## src/hw/sfic_regs.svh

```systemverilog
// register offsets, field positions, reset values and counts
`ifndef SFIC_REGS_SVH
`define SFIC_REGS_SVH
`define SFIC_ADDR_MUX_CFG    8'hAF
`define SFIC_ADDR_SYSINT_EN  8'hB2
`define SFIC_ADDR_SPECTRAL_PERSISTENCE       8'hBD
`define SFIC_ADDR_LEVEL      8'hFD
`define SFIC_ADDR_BUF_LOW    8'hFE
`define SFIC_ADDR_BUF_HIGH   8'hFF
`define SFIC_MUX_CMD_MSB     4
`define SFIC_MUX_CMD_LSB     3
`define SFIC_MUX_CMD_RESET   2'h2
`define SFIC_MUX_CMD_RSVD    2'h3
`define SFIC_FLICKER_EN_BIT  6
`define SFIC_MUX_DONE_EN_BIT 4
`define SFIC_SPECTRAL_PERSISTENCE_MSB        3
`define SFIC_SPECTRAL_PERSISTENCE_RESET      4'h0
`define SFIC_SPECTRAL_PERSISTENCE_LINEAR_MAX 4'h3
`define SFIC_SPECTRAL_PERSISTENCE_FOUR       4'h4
`define SFIC_SPECTRAL_PERSISTENCE_FOUR_REQ   6'h05
`define SFIC_SPECTRAL_PERSISTENCE_STEP       6'h05
`define SFIC_SPECTRAL_PERSISTENCE_OFFSET     6'h03
`define SFIC_SPECTRAL_PERSISTENCE_CNT_MAX    6'h3F
`define SFIC_BUF_FULL        8'h80
`define SFIC_I2C_BITS        4'h8
`endif

```

## src/hw/sfic_pkg.sv

```systemverilog
// types shared by the buffer and interrupt configuration block
`default_nettype none
package sfic_pkg;
   typedef enum logic [8:0] {
      st_idle      = 9'h001,
      st_addr      = 9'h002,
      st_addr_ack  = 9'h004,
      st_reg       = 9'h008,
      st_reg_ack   = 9'h010,
      st_wdata     = 9'h020,
      st_wdata_ack = 9'h040,
      st_rdata     = 9'h080,
      st_rdata_ack = 9'h100
   } sfic_i2c_state_t;

   typedef enum logic [1:0] {
      mux_rom_init  = 2'h0,
      mux_read_ram  = 2'h1,
      mux_write_ram = 2'h2,
      mux_reserved  = 2'h3
   } sfic_mux_cmd_t;

   typedef struct packed {
      logic        valid;
      logic [2:0]  channel;
      logic [15:0] value;
   } sfic_sample_t;

   typedef struct packed {
      logic [15:0] low;
      logic [15:0] high;
   } sfic_threshold_t;

   typedef struct packed {
      logic        valid;
      logic [15:0] data;
   } sfic_entry_t;
endpackage : sfic_pkg
`default_nettype wire

```

## src/hw/sfic_sync.sv

```systemverilog
// two-flop synchroniser for one external level
`default_nettype none
module sfic_sync #(
   parameter logic RESET_LEVEL = 1'b1
) (
   input  wire logic sys_clk,
   input  wire logic rst_n,
   input  wire logic async_in,
   output logic      sync_out
);
   logic meta;

   always_ff @(posedge sys_clk) begin
      if (!rst_n) begin
         meta     <= RESET_LEVEL;
         sync_out <= RESET_LEVEL;
      end else begin
         meta     <= async_in;
         sync_out <= meta;
      end
   end
endmodule : sfic_sync
`default_nettype wire

```

## src/hw/sfic_top.sv

```systemverilog
// readout buffer, mux command, system interrupt and persistence logic behind i2c
// Functional notes
// - rising measurement enable starts the mux command held in config bits 4:3 unless it is 3.
// - command 0 rom init, 1 chain to ram, 2 ram to chain, 3 reserved.
// - mux command field resets to 2.
// - flicker enable bit 6 gives a system interrupt on each flicker status change.
// - mux done enable bit 4 gives a system interrupt when a mux command completes.
// - count consecutive out-of-range samples of selected channel; interrupt when count met.
// - an in-range sample of the selected channel clears the count.
// - persistence 0 every selected-channel sample, 1-3 as is, 4 gives 5, else 5*(v-3).
// - buffer holds 128 entries of two bytes, 256 bytes total.
// - an entry arriving while full sets overflow and is dropped.
// - read address pointer wraps from 0xFF back to 0xFE.
// - single byte and unlimited burst reads of buffer data are accepted.
// - each read of 0xFF while the level is nonzero advances the read pointer and lowers the level.
// - bursts advance pointer and level once per two-byte entry.
// - buffer reads with level zero return zero.
// - buffer data interrupt is high while unread entries exist.
// - level count tracks unread entries on writes and reads.
// - level is an eight-bit read-only count from 0 to 128.
`include "sfic_regs.svh"
`default_nettype none
module sfic_top #(
   parameter logic [6:0] DEV_ADDR = 7'h2A,
   parameter int         ENTRIES  = 128,
   parameter int         PTR_W    = 7
) (
   input  wire logic                     sys_clk,
   input  wire logic                     rst_n,
   input  wire logic                     scl_in,
   input  wire logic                     sda_in,
   output logic                          sda_out,
   output logic                          sda_oe,
   input  wire logic                     measurement_enable,
   input  wire logic                     mux_command_done,
   input  wire logic                     flicker_status,
   input  wire sfic_pkg::sfic_sample_t    spectral_sample,
   input  wire sfic_pkg::sfic_threshold_t spectral_threshold,
   input  wire logic [2:0]               threshold_channel_select,
   input  wire sfic_pkg::sfic_entry_t     buffer_entry,
   output logic                          mux_command_start,
   output sfic_pkg::sfic_mux_cmd_t        mux_command_code,
   output logic                          system_interrupt,
   output logic                          spectral_interrupt,
   output logic                          buffer_data_interrupt,
   output logic                          buffer_overflow,
   output logic [7:0]                    buffer_level_count
);
   logic                     scl_s, sda_s, scl_prev, sda_prev;
   logic                     scl_rise, scl_fall, start_seen, stop_seen;
   sfic_pkg::sfic_i2c_state_t state;
   logic [3:0]               bit_cnt;
   logic [7:0]               shift, reg_ptr, next_reg_ptr, wr_addr, wr_data, rd_byte;
   logic                     rw, host_ack, load_now, reg_wr, pop_req, level_read;
   logic [1:0]               mux_command_select;
   logic                     flicker_sysint_enable, mux_done_sysint_enable;
   logic [3:0]               spectral_persistence_count;
   logic [15:0]              mem [ENTRIES];
   logic [PTR_W-1:0]         wr_ptr, rd_ptr;
   logic                     push, meas_prev, flicker_prev, sample_hit, sample_out;
   logic [7:0]               next_level;
   logic [5:0]               spectral_persistence_cnt, spectral_persistence_req, next_spectral_persistence_cnt;

   // pin synchronisers
   sfic_sync #(.RESET_LEVEL(1'b1)) u_scl_sync (
      .sys_clk  (sys_clk),
      .rst_n    (rst_n),
      .async_in (scl_in),
      .sync_out (scl_s)
   );
   sfic_sync #(.RESET_LEVEL(1'b1)) u_sda_sync (
      .sys_clk  (sys_clk),
      .rst_n    (rst_n),
      .async_in (sda_in),
      .sync_out (sda_s)
   );

   assign scl_rise   = scl_s & ~scl_prev;
   assign scl_fall   = ~scl_s & scl_prev;
   assign start_seen = scl_s & scl_prev & sda_prev & ~sda_s;
   assign stop_seen  = scl_s & scl_prev & ~sda_prev & sda_s;

   // pointer wraps inside the data pair
   assign next_reg_ptr = (reg_ptr == `SFIC_ADDR_BUF_HIGH) ? `SFIC_ADDR_BUF_LOW
                                                          : reg_ptr + 8'h01;
   assign load_now = scl_fall &&
                     ((state == sfic_pkg::st_addr_ack && rw) ||
                      (state == sfic_pkg::st_rdata_ack && host_ack));

   // register read mux
   always_comb begin
      rd_byte = 8'h00;
      case (reg_ptr)
         `SFIC_ADDR_MUX_CFG:
            rd_byte[`SFIC_MUX_CMD_MSB:`SFIC_MUX_CMD_LSB] = mux_command_select;
         `SFIC_ADDR_SYSINT_EN: begin
            rd_byte[`SFIC_FLICKER_EN_BIT]  = flicker_sysint_enable;
            rd_byte[`SFIC_MUX_DONE_EN_BIT] = mux_done_sysint_enable;
         end
         `SFIC_ADDR_SPECTRAL_PERSISTENCE:
            rd_byte[`SFIC_SPECTRAL_PERSISTENCE_MSB:0] = spectral_persistence_count;
         `SFIC_ADDR_LEVEL:
            rd_byte = buffer_level_count;
         `SFIC_ADDR_BUF_LOW:
            if (buffer_level_count != 8'h00) rd_byte = mem[rd_ptr][7:0];
         `SFIC_ADDR_BUF_HIGH:
            if (buffer_level_count != 8'h00) rd_byte = mem[rd_ptr][15:8];
         default:
            rd_byte = 8'h00;
      endcase
   end

   // i2c target
   always_ff @(posedge sys_clk) begin
      if (!rst_n) begin
         state      <= sfic_pkg::st_idle;
         bit_cnt    <= 4'h0;
         shift      <= 8'h00;
         rw         <= 1'b0;
         host_ack   <= 1'b0;
         reg_ptr    <= 8'h00;
         sda_oe     <= 1'b0;
         reg_wr     <= 1'b0;
         wr_addr    <= 8'h00;
         wr_data    <= 8'h00;
         pop_req    <= 1'b0;
         level_read <= 1'b0;
         scl_prev   <= 1'b1;
         sda_prev   <= 1'b1;
         sda_out    <= 1'b0;
      end else begin
         scl_prev   <= scl_s;
         sda_prev   <= sda_s;
         sda_out    <= 1'b0;
         reg_wr     <= 1'b0;
         pop_req    <= 1'b0;
         level_read <= 1'b0;
         if (start_seen) begin
            state   <= sfic_pkg::st_addr;
            bit_cnt <= 4'h0;
            sda_oe  <= 1'b0;
         end else if (stop_seen) begin
            state  <= sfic_pkg::st_idle;
            sda_oe <= 1'b0;
         end else if (load_now) begin
            shift      <= rd_byte;
            sda_oe     <= ~rd_byte[7];
            bit_cnt    <= 4'h0;
            reg_ptr    <= next_reg_ptr;
            pop_req    <= (reg_ptr == `SFIC_ADDR_BUF_HIGH) &&
                          (buffer_level_count != 8'h00);
            level_read <= (reg_ptr == `SFIC_ADDR_LEVEL);
            state      <= sfic_pkg::st_rdata;
         end else if (scl_rise) begin
            case (state)
               sfic_pkg::st_addr, sfic_pkg::st_reg, sfic_pkg::st_wdata: begin
                  shift   <= {shift[6:0], sda_s};
                  bit_cnt <= bit_cnt + 4'h1;
               end
               sfic_pkg::st_rdata:     bit_cnt  <= bit_cnt + 4'h1;
               sfic_pkg::st_rdata_ack: host_ack <= ~sda_s;
               default: ;
            endcase
         end else if (scl_fall) begin
            case (state)
               sfic_pkg::st_addr:
                  if (bit_cnt == `SFIC_I2C_BITS) begin
                     if (shift[7:1] == DEV_ADDR) begin
                        rw     <= shift[0];
                        sda_oe <= 1'b1;
                        state  <= sfic_pkg::st_addr_ack;
                     end else begin
                        state <= sfic_pkg::st_idle;
                     end
                  end
               sfic_pkg::st_reg:
                  if (bit_cnt == `SFIC_I2C_BITS) begin
                     reg_ptr <= shift;
                     sda_oe  <= 1'b1;
                     state   <= sfic_pkg::st_reg_ack;
                  end
               sfic_pkg::st_wdata:
                  if (bit_cnt == `SFIC_I2C_BITS) begin
                     reg_wr  <= 1'b1;
                     wr_addr <= reg_ptr;
                     wr_data <= shift;
                     reg_ptr <= next_reg_ptr;
                     sda_oe  <= 1'b1;
                     state   <= sfic_pkg::st_wdata_ack;
                  end
               sfic_pkg::st_addr_ack: begin
                  sda_oe  <= 1'b0;
                  bit_cnt <= 4'h0;
                  state   <= sfic_pkg::st_reg;
               end
               sfic_pkg::st_reg_ack, sfic_pkg::st_wdata_ack: begin
                  sda_oe  <= 1'b0;
                  bit_cnt <= 4'h0;
                  state   <= sfic_pkg::st_wdata;
               end
               sfic_pkg::st_rdata:
                  if (bit_cnt == `SFIC_I2C_BITS) begin
                     sda_oe <= 1'b0;
                     state  <= sfic_pkg::st_rdata_ack;
                  end else begin
                     shift  <= {shift[6:0], 1'b0};
                     sda_oe <= ~shift[6];
                  end
               sfic_pkg::st_rdata_ack: begin
                  sda_oe <= 1'b0;
                  state  <= sfic_pkg::st_idle;
               end
               default: state <= sfic_pkg::st_idle;
            endcase
         end
      end
   end

   // configuration registers
   always_ff @(posedge sys_clk) begin
      if (!rst_n) begin
         mux_command_select         <= `SFIC_MUX_CMD_RESET;
         flicker_sysint_enable      <= 1'b0;
         mux_done_sysint_enable     <= 1'b0;
         spectral_persistence_count <= `SFIC_SPECTRAL_PERSISTENCE_RESET;
      end else if (reg_wr) begin
         case (wr_addr)
            `SFIC_ADDR_MUX_CFG:
               mux_command_select <= wr_data[`SFIC_MUX_CMD_MSB:`SFIC_MUX_CMD_LSB];
            `SFIC_ADDR_SYSINT_EN: begin
               flicker_sysint_enable  <= wr_data[`SFIC_FLICKER_EN_BIT];
               mux_done_sysint_enable <= wr_data[`SFIC_MUX_DONE_EN_BIT];
            end
            `SFIC_ADDR_SPECTRAL_PERSISTENCE:
               spectral_persistence_count <= wr_data[`SFIC_SPECTRAL_PERSISTENCE_MSB:0];
            default: ;
         endcase
      end
   end

   // mux command start and system interrupt
   always_ff @(posedge sys_clk) begin
      if (!rst_n) begin
         meas_prev         <= 1'b0;
         flicker_prev      <= 1'b0;
         mux_command_start <= 1'b0;
         mux_command_code  <= sfic_pkg::mux_write_ram;
         system_interrupt  <= 1'b0;
      end else begin
         meas_prev         <= measurement_enable;
         flicker_prev      <= flicker_status;
         mux_command_start <= measurement_enable && !meas_prev &&
                              (mux_command_select != `SFIC_MUX_CMD_RSVD);
         if (measurement_enable && !meas_prev)
            mux_command_code <= sfic_pkg::sfic_mux_cmd_t'(mux_command_select);
         system_interrupt  <= (flicker_sysint_enable && (flicker_status != flicker_prev)) ||
                              (mux_done_sysint_enable && mux_command_done);
      end
   end

   // persistence filter
   always_comb begin
      if (spectral_persistence_count <= `SFIC_SPECTRAL_PERSISTENCE_LINEAR_MAX)
         spectral_persistence_req = {2'b00, spectral_persistence_count};
      else if (spectral_persistence_count == `SFIC_SPECTRAL_PERSISTENCE_FOUR)
         spectral_persistence_req = `SFIC_SPECTRAL_PERSISTENCE_FOUR_REQ;
      else
         spectral_persistence_req = 6'(({2'b00, spectral_persistence_count} - `SFIC_SPECTRAL_PERSISTENCE_OFFSET) *
                       `SFIC_SPECTRAL_PERSISTENCE_STEP);
   end

   assign sample_hit    = spectral_sample.valid &&
                          (spectral_sample.channel == threshold_channel_select);
   assign sample_out    = (spectral_sample.value < spectral_threshold.low) ||
                          (spectral_sample.value > spectral_threshold.high);
   assign next_spectral_persistence_cnt = (spectral_persistence_cnt == `SFIC_SPECTRAL_PERSISTENCE_CNT_MAX) ? spectral_persistence_cnt : spectral_persistence_cnt + 6'h01;

   always_ff @(posedge sys_clk) begin
      if (!rst_n) begin
         spectral_persistence_cnt           <= 6'h00;
         spectral_interrupt <= 1'b0;
      end else begin
         spectral_interrupt <= 1'b0;
         if (sample_hit) begin
            if (sample_out) begin
               spectral_persistence_cnt           <= next_spectral_persistence_cnt;
               spectral_interrupt <= (next_spectral_persistence_cnt >= spectral_persistence_req);
            end else begin
               spectral_persistence_cnt <= 6'h00;
            end
            if (spectral_persistence_count == `SFIC_SPECTRAL_PERSISTENCE_RESET)
               spectral_interrupt <= 1'b1;
         end
      end
   end

   // readout buffer
   assign push = buffer_entry.valid && (buffer_level_count != `SFIC_BUF_FULL);

   always_comb begin
      case ({push, pop_req})
         2'b10:   next_level = buffer_level_count + 8'h01;
         2'b01:   next_level = buffer_level_count - 8'h01;
         default: next_level = buffer_level_count;
      endcase
   end

   always_ff @(posedge sys_clk) begin
      if (push) mem[wr_ptr] <= buffer_entry.data;
   end

   always_ff @(posedge sys_clk) begin
      if (!rst_n) begin
         wr_ptr                <= '0;
         rd_ptr                <= '0;
         buffer_level_count    <= 8'h00;
         buffer_data_interrupt <= 1'b0;
         buffer_overflow       <= 1'b0;
      end else begin
         if (push) wr_ptr <= wr_ptr + PTR_W'(1);
         if (pop_req) rd_ptr <= rd_ptr + PTR_W'(1);
         buffer_level_count    <= next_level;
         buffer_data_interrupt <= (next_level != 8'h00);
         if (buffer_entry.valid && !push)
            buffer_overflow <= 1'b1;
         else if (level_read)
            buffer_overflow <= 1'b0;
      end
   end
endmodule : sfic_top
`default_nettype wire

```

## config.mk

```make
export PLATFORM = sky130hd
export DESIGN_NAME = sfic_top
export DESIGN_NICKNAME = d
export VERILOG_FILES = /design/src/hw/sfic_pkg.sv /design/src/hw/sfic_sync.sv /design/src/hw/sfic_top.sv
export VERILOG_INCLUDE_DIRS = /design/src /design/src/hw
export SDC_FILE = /design/constraint.sdc
export NUM_CORES = 2
export LEC_CHECK = 0
export BUFFER_PORTS_ARGS = -buffer_cell sky130_fd_sc_hd__buf_4
export CELL_PAD_IN_SITES_DETAIL_PLACEMENT = 0
export CELL_PAD_IN_SITES_GLOBAL_PLACEMENT = 1
export CORE_UTILIZATION = 53
export CTS_CLUSTER_DIAMETER = 60
export DETAILED_ROUTE_END_ITERATION = 8
export PLACE_DENSITY = 0.86
export SYNTH_ARGS = -nofsm -noshare
export SYNTH_HDL_FRONTEND = slang
export SYNTH_SLANG_ARGS = --single-unit
export TNS_END_PERCENT = 30
```

## constraint.sdc

```tcl
create_clock -name sys_clk -period 10.3 [get_ports sys_clk]
set_clock_uncertainty 0.2 [all_clocks]
set_input_delay 0.515 -clock sys_clk [delete_from_list [all_inputs] [get_ports sys_clk]]
set_output_delay 0.515 -clock sys_clk [all_outputs]
set_load 0.01 [all_outputs]
```

==> summary by stage <==
Run status
The run finished with clean final reports.

Yosys
The number of enable-type register cells in the synthesized netlist is slightly above 2000. Synthesis inferred roughly 2200 register bits. The fraction of the yosys area taken by sequential cells is around 74%.

The number of warning messages in the yosys log is 0. The fraction of post-synthesis cell area in the top cell type by area is around 72%. In this run the mean area of a mapped cell was around 20 um^2.

Synthesis handed over a netlist of between 4000 and 5000 instances. The largest total area in the synthesized netlist belongs to sky130_fd_sc_hd__edfxtp_1. The mapped netlist covers between 80000 and 90000 um^2. Synthesis instantiated 82 different standard cells from the library. In the post-synthesis netlist, the biggest area contributors are sky130_fd_sc_hd__edfxtp_1, sky130_fd_sc_hd__mux4_2, sky130_fd_sc_hd__dfxtp_1, sky130_fd_sc_hd__mux2i_1, sky130_fd_sc_hd__nor2_1. The leading register cell type out of synthesis is sky130_fd_sc_hd__edfxtp_1. The async set-reset flop share out of synthesis is 0%. When the netlist entered floorplanning its net count stood at around 4400.

Pwr
The worst-case IR drop observed on VDD is 0.197 mV. Power spread over the standard cell area amounts to ~180 nW/um^2. The part of the total power dissipated in the clock network is 42.0%. The share of power burned in combinational logic is around 1.8%. The switching power summed over all nets is around 3.5 mW.

For this design the static power due to leakage is just under 30 nW. Net switching is ~20% of the power. Per report_power, the sequential group accounts for between 50% and 60% of the total. The internal portion of the total power is between 10 and 15 mW.

Floorplan
The initial core utilization is between 50% and 60%. The die covers between 150000 and 200000 um^2. During I/O placement, the number of pins put on the boundary was 96. From left edge to right edge, the die measures just over 400 um.

The height of the die is approximately 400 um. The core box area is between 150000 and 200000 um^2. The floorplan has between 100 and 150 rows.

Setup path
The slowest stage of the critical path belongs to the cell sky130_fd_sc_hd__dfxtp_4. In this run the critical register-to-register path is captured at shift[3]. Data on the critical path is required at its endpoint by about 11000 ps. Traced cell by cell, the critical path runs through buf_12, buf_4, mux4_2, mux2_2, a21oi_1, o32ai_1, a2111oi_0, nand2_1, o31a_1. The critical path capture point type is a flip-flop. The category of the worst setup path launch point is a flip-flop.

The setup slack of the most critical reg-to-reg path is between 5000 and 6000 ps. The critical path capture point is shift[3]. The largest single stage delay on the critical path is about 830 ps.

The endpoint arrival time on the critical path is between 5000 and 6000 ps. The kind of critical path is reg -> reg. Along the worst path, the maximum fanout reaches between 100 and 150. The depth of the worst register-to-register path is 9.

Timing
The number of max-slew violations in the final report is 0. The actual slew at the worst max-slew pin is about 1300 ps. The relative slew slack is 13.1%. Setup repair after global routing left no endpoint under its margin. The final setup TNS is 0 ps. Timing would allow up to approximately 0.2 GHz. Setup violations remaining at the end of the flow were counted as 0. The final critical-path share of the clock period is a little under 50%. The number of hold violations in the final report is 0.

The routed design could run at a clock period as short as between 5000 and 6000 ps.

Clocking
Hold repair after CTS inserted 23 buffers. The sink count of the clock tree is around 2200. The number of buffers between clock root and the deepest sink is 3. The count of instances resized after the clock tree is built is 0. The number of buffers inserted during clock tree synthesis is around 200. TritonCTS built the clock tree.

The total number of H-tree levels is 4. The source-to-sink clock delay at the later pin of the worst-skew pair is roughly 860 ps. After clock tree synthesis, the clock-pin slew on the worst setup and hold paths is roughly 70 ps. Once the clock tree was built, the setup fixing pass inserted 0 buffers. The library cell used as clock root buffer is sky130_fd_sc_hd__clkbuf_16.

Layout
The ratio of cells with drive above 1 in the final layout is about a quarter. For this run, the share of the core covered by cells in the final layout is between 50% and 60%. The count of fill cells added during filler insertion is roughly 11000. The post-synthesis to final-layout area growth is 12.2%. The net count of the finished layout is 4715.

Placed design
The wire-length estimate of the detail-placed layout is roughly 130000 um. The weighted congestion reported at the end of routability-driven placement is approximately 0.93. Buffers placed on the I/O ports in this run total 94.

Routing
The number of vias per cell is 6.54. The detailed-route via count is ~45000. The number of remaining DRC errors is 0.

After detailed routing, the average wire length per cell comes to approximately 32 um. The final wirelength is 224000 um. The first TritonRoute pass finished after 7 iterations. After the first detailed-routing iteration, the DRC count stood at roughly 7000. In this run the remaining antenna-violating nets after routing total 0.

Global routing
The number of global-route vias before repair is about 45000. The first-pass GRT wire length is ~320000 um. Entering global routing, the biggest net connects about 110 pins. The overflow left after global routing is 0. Global routing used about 28% of the available tracks. The initial antenna violation count came to 10.

Flow run
The reported max-cap violation count is 0.

Min path
The worst hold path belongs to the class in -> reg.
-- registers in the layout, summed over array words and instances (netlist names), 2 cells and up, named ones only --
name	count
bit_cnt	4
buffer_level_count	8
mem	2048
mux_command_code	2
mux_command_select	2
rd_ptr	7
reg_ptr	8
shift	8
spectral_persistence_cnt	6
spectral_persistence_count	4
state	9
wr_addr	8
wr_data	6
wr_ptr	7
-- critical path, delay by kind of cell, from the launching register on --
family / cells / cell delay (ps)
buffers and inverters: 2 / 1270
AO/OA/AOI/OAI: 4 / 1260
multiplexers: 2 / 900
flip-flops: 1 / 830
AND/OR/NAND/NOR: 1 / 140
-- cell families after synthesis --
| family | Yosys count | synth area share (%) |
|---|---|---|
| other | 1 | 0.00438 |
| buffers and inverters | 282 | 1.58 |
| adder cells (fa/ha/maj) | 64 | 0.953 |
| AND/OR/NAND/NOR | 660 | 3.61 |
| flip-flops | 2155 | 74.4 |
| AO/OA/AOI/OAI | 362 | 2.96 |
| multiplexers | 716 | 16.1 |
| XOR/XNOR | 36 | 0.368 |
-- Yosys cell counts, drive strengths merged (4+ instances only) --
cell	number
nor3b	5
nor3	41
or2	5
xnor2	17
buf	142
nor4	11
inv	61
nor2b	30
or4	6
and2	23
dfxtp	107
nand2	146
and3	10
a22oi	22
nand4	21
edfxtp	2048
clkbuf	78
o21a	4
a21oi	74
o21ai	55
ha	62
o32ai	6
or3	13
mux2	25
o2111ai	4
o221ai	12
nand3	54
mux4	529
nand3b	10
a21o	16
nor2	253
nand2b	16
nor4b	5
a31oi	18
a22o	9
mux2i	162
a211oi	39
xor2	19
a221oi	8
a2111oi	17
o211ai	23
o22ai	16
a311oi	6
o311ai	4
-- stage by stage --
stage | instance area (um^2) | setup WS [ps] | hold WS, ps | total power [mW] | cells
finish | 96000 | 5260 | 57.8 | 17.1 | 6903
global route | 96000 | 5090 | 57.5 | 17.5 | 6900
CTS | 96000 | 5420 | 12.2 | 17.1 | 6899
detailed placement | 89500 | 5430 | 197 | 10.1 | 6508
global placement | 89500 | 5440 | 197 | 10.1 | 6508
floorplan | 85600 | 6440 | 186 | 9.87 | 4276
-- how the worst min path moves through the flow --
stage                     from                  end  slack [ps]  depth (start not counted)
2_1_floorplan  u_scl_sync.meta  u_scl_sync.sync_out         190                          1
3_3_place_gp         meas_prev    mux_command_start         200                          1
3_5_place_dp   u_scl_sync.meta  u_scl_sync.sync_out         200                          1
4_1_cts        buffer_entry[5]           mem[31][5]          10                          1
5_1_grt        buffer_entry[5]           mem[31][5]          60                          1
6_report       buffer_entry[5]           mem[31][5]          60                          1
-- area by class of cell --
type	count	area (um^2)	share of cell area (%)
diodes	4	10.0	0.0104
clock buffers	251	5190	5.41
clock inverters	117	1090	1.14
inverters	62	234	0.244
multi-input cells	1839	20600	21.5
flip-flops and latches	2155	63700	66.3
well taps	2160	2700	2.82
repair buffers	315	2510	2.61
-- layout by cell type (no fill, tap or decap), types with 15 or more instances in the layout --
cell / instances
sky130_fd_sc_hd__a22oi_1: 22
sky130_fd_sc_hd__nand2_1: 145
sky130_fd_sc_hd__mux2_2: 25
sky130_fd_sc_hd__nor3_1: 39
sky130_fd_sc_hd__xor2_1: 19
sky130_fd_sc_hd__ha_1: 62
sky130_fd_sc_hd__a21oi_1: 74
sky130_fd_sc_hd__a211oi_1: 38
sky130_fd_sc_hd__nor2_1: 252
sky130_fd_sc_hd__nor2b_1: 29
sky130_fd_sc_hd__clkinv_2: 27
sky130_fd_sc_hd__edfxtp_1: 2048
sky130_fd_sc_hd__mux2i_1: 162
sky130_fd_sc_hd__nand2b_1: 16
sky130_fd_sc_hd__and2_1: 21
sky130_fd_sc_hd__bufinv_16: 15
sky130_fd_sc_hd__clkinv_1: 45
sky130_fd_sc_hd__o21ai_0: 54
sky130_fd_sc_hd__inv_1: 59
sky130_fd_sc_hd__a31oi_1: 18
sky130_fd_sc_hd__a21o_1: 16
sky130_fd_sc_hd__clkbuf_1: 50
sky130_fd_sc_hd__o22ai_1: 16
sky130_fd_sc_hd__o211ai_1: 23
sky130_fd_sc_hd__mux4_2: 529
sky130_fd_sc_hd__nand4_1: 21
sky130_fd_sc_hd__buf_4: 285
sky130_fd_sc_hd__dfxtp_1: 101
sky130_fd_sc_hd__clkbuf_16: 199
sky130_fd_sc_hd__nand3_1: 53
sky130_fd_sc_hd__xnor2_1: 17
sky130_fd_sc_hd__dlygate4sd3_1: 23
-- power groups by stage --
| stage | logic [mW] | clock network, mW | registers (mW) |
|---|---|---|---|
| after floorplan | 0.0800 | 0 | 9.79 |
| after global placement | 0.278 | 0 | 9.79 |
| after detailed placement | 0.292 | 0 | 9.79 |
| after CTS | 0.300 | 7.23 | 9.61 |
| after global routing | 0.320 | 7.53 | 9.60 |
| final | 0.304 | 7.18 | 9.61 |
-- per-layer routing --
layer	GRT usage [%]	share of wire (%)
met2	42.0	46
met1	38.2	36
met3	7.04	13
met5	0	0.031
met4	11.7	4.6
No activity file was read; power rests on OpenSTA's default activity.
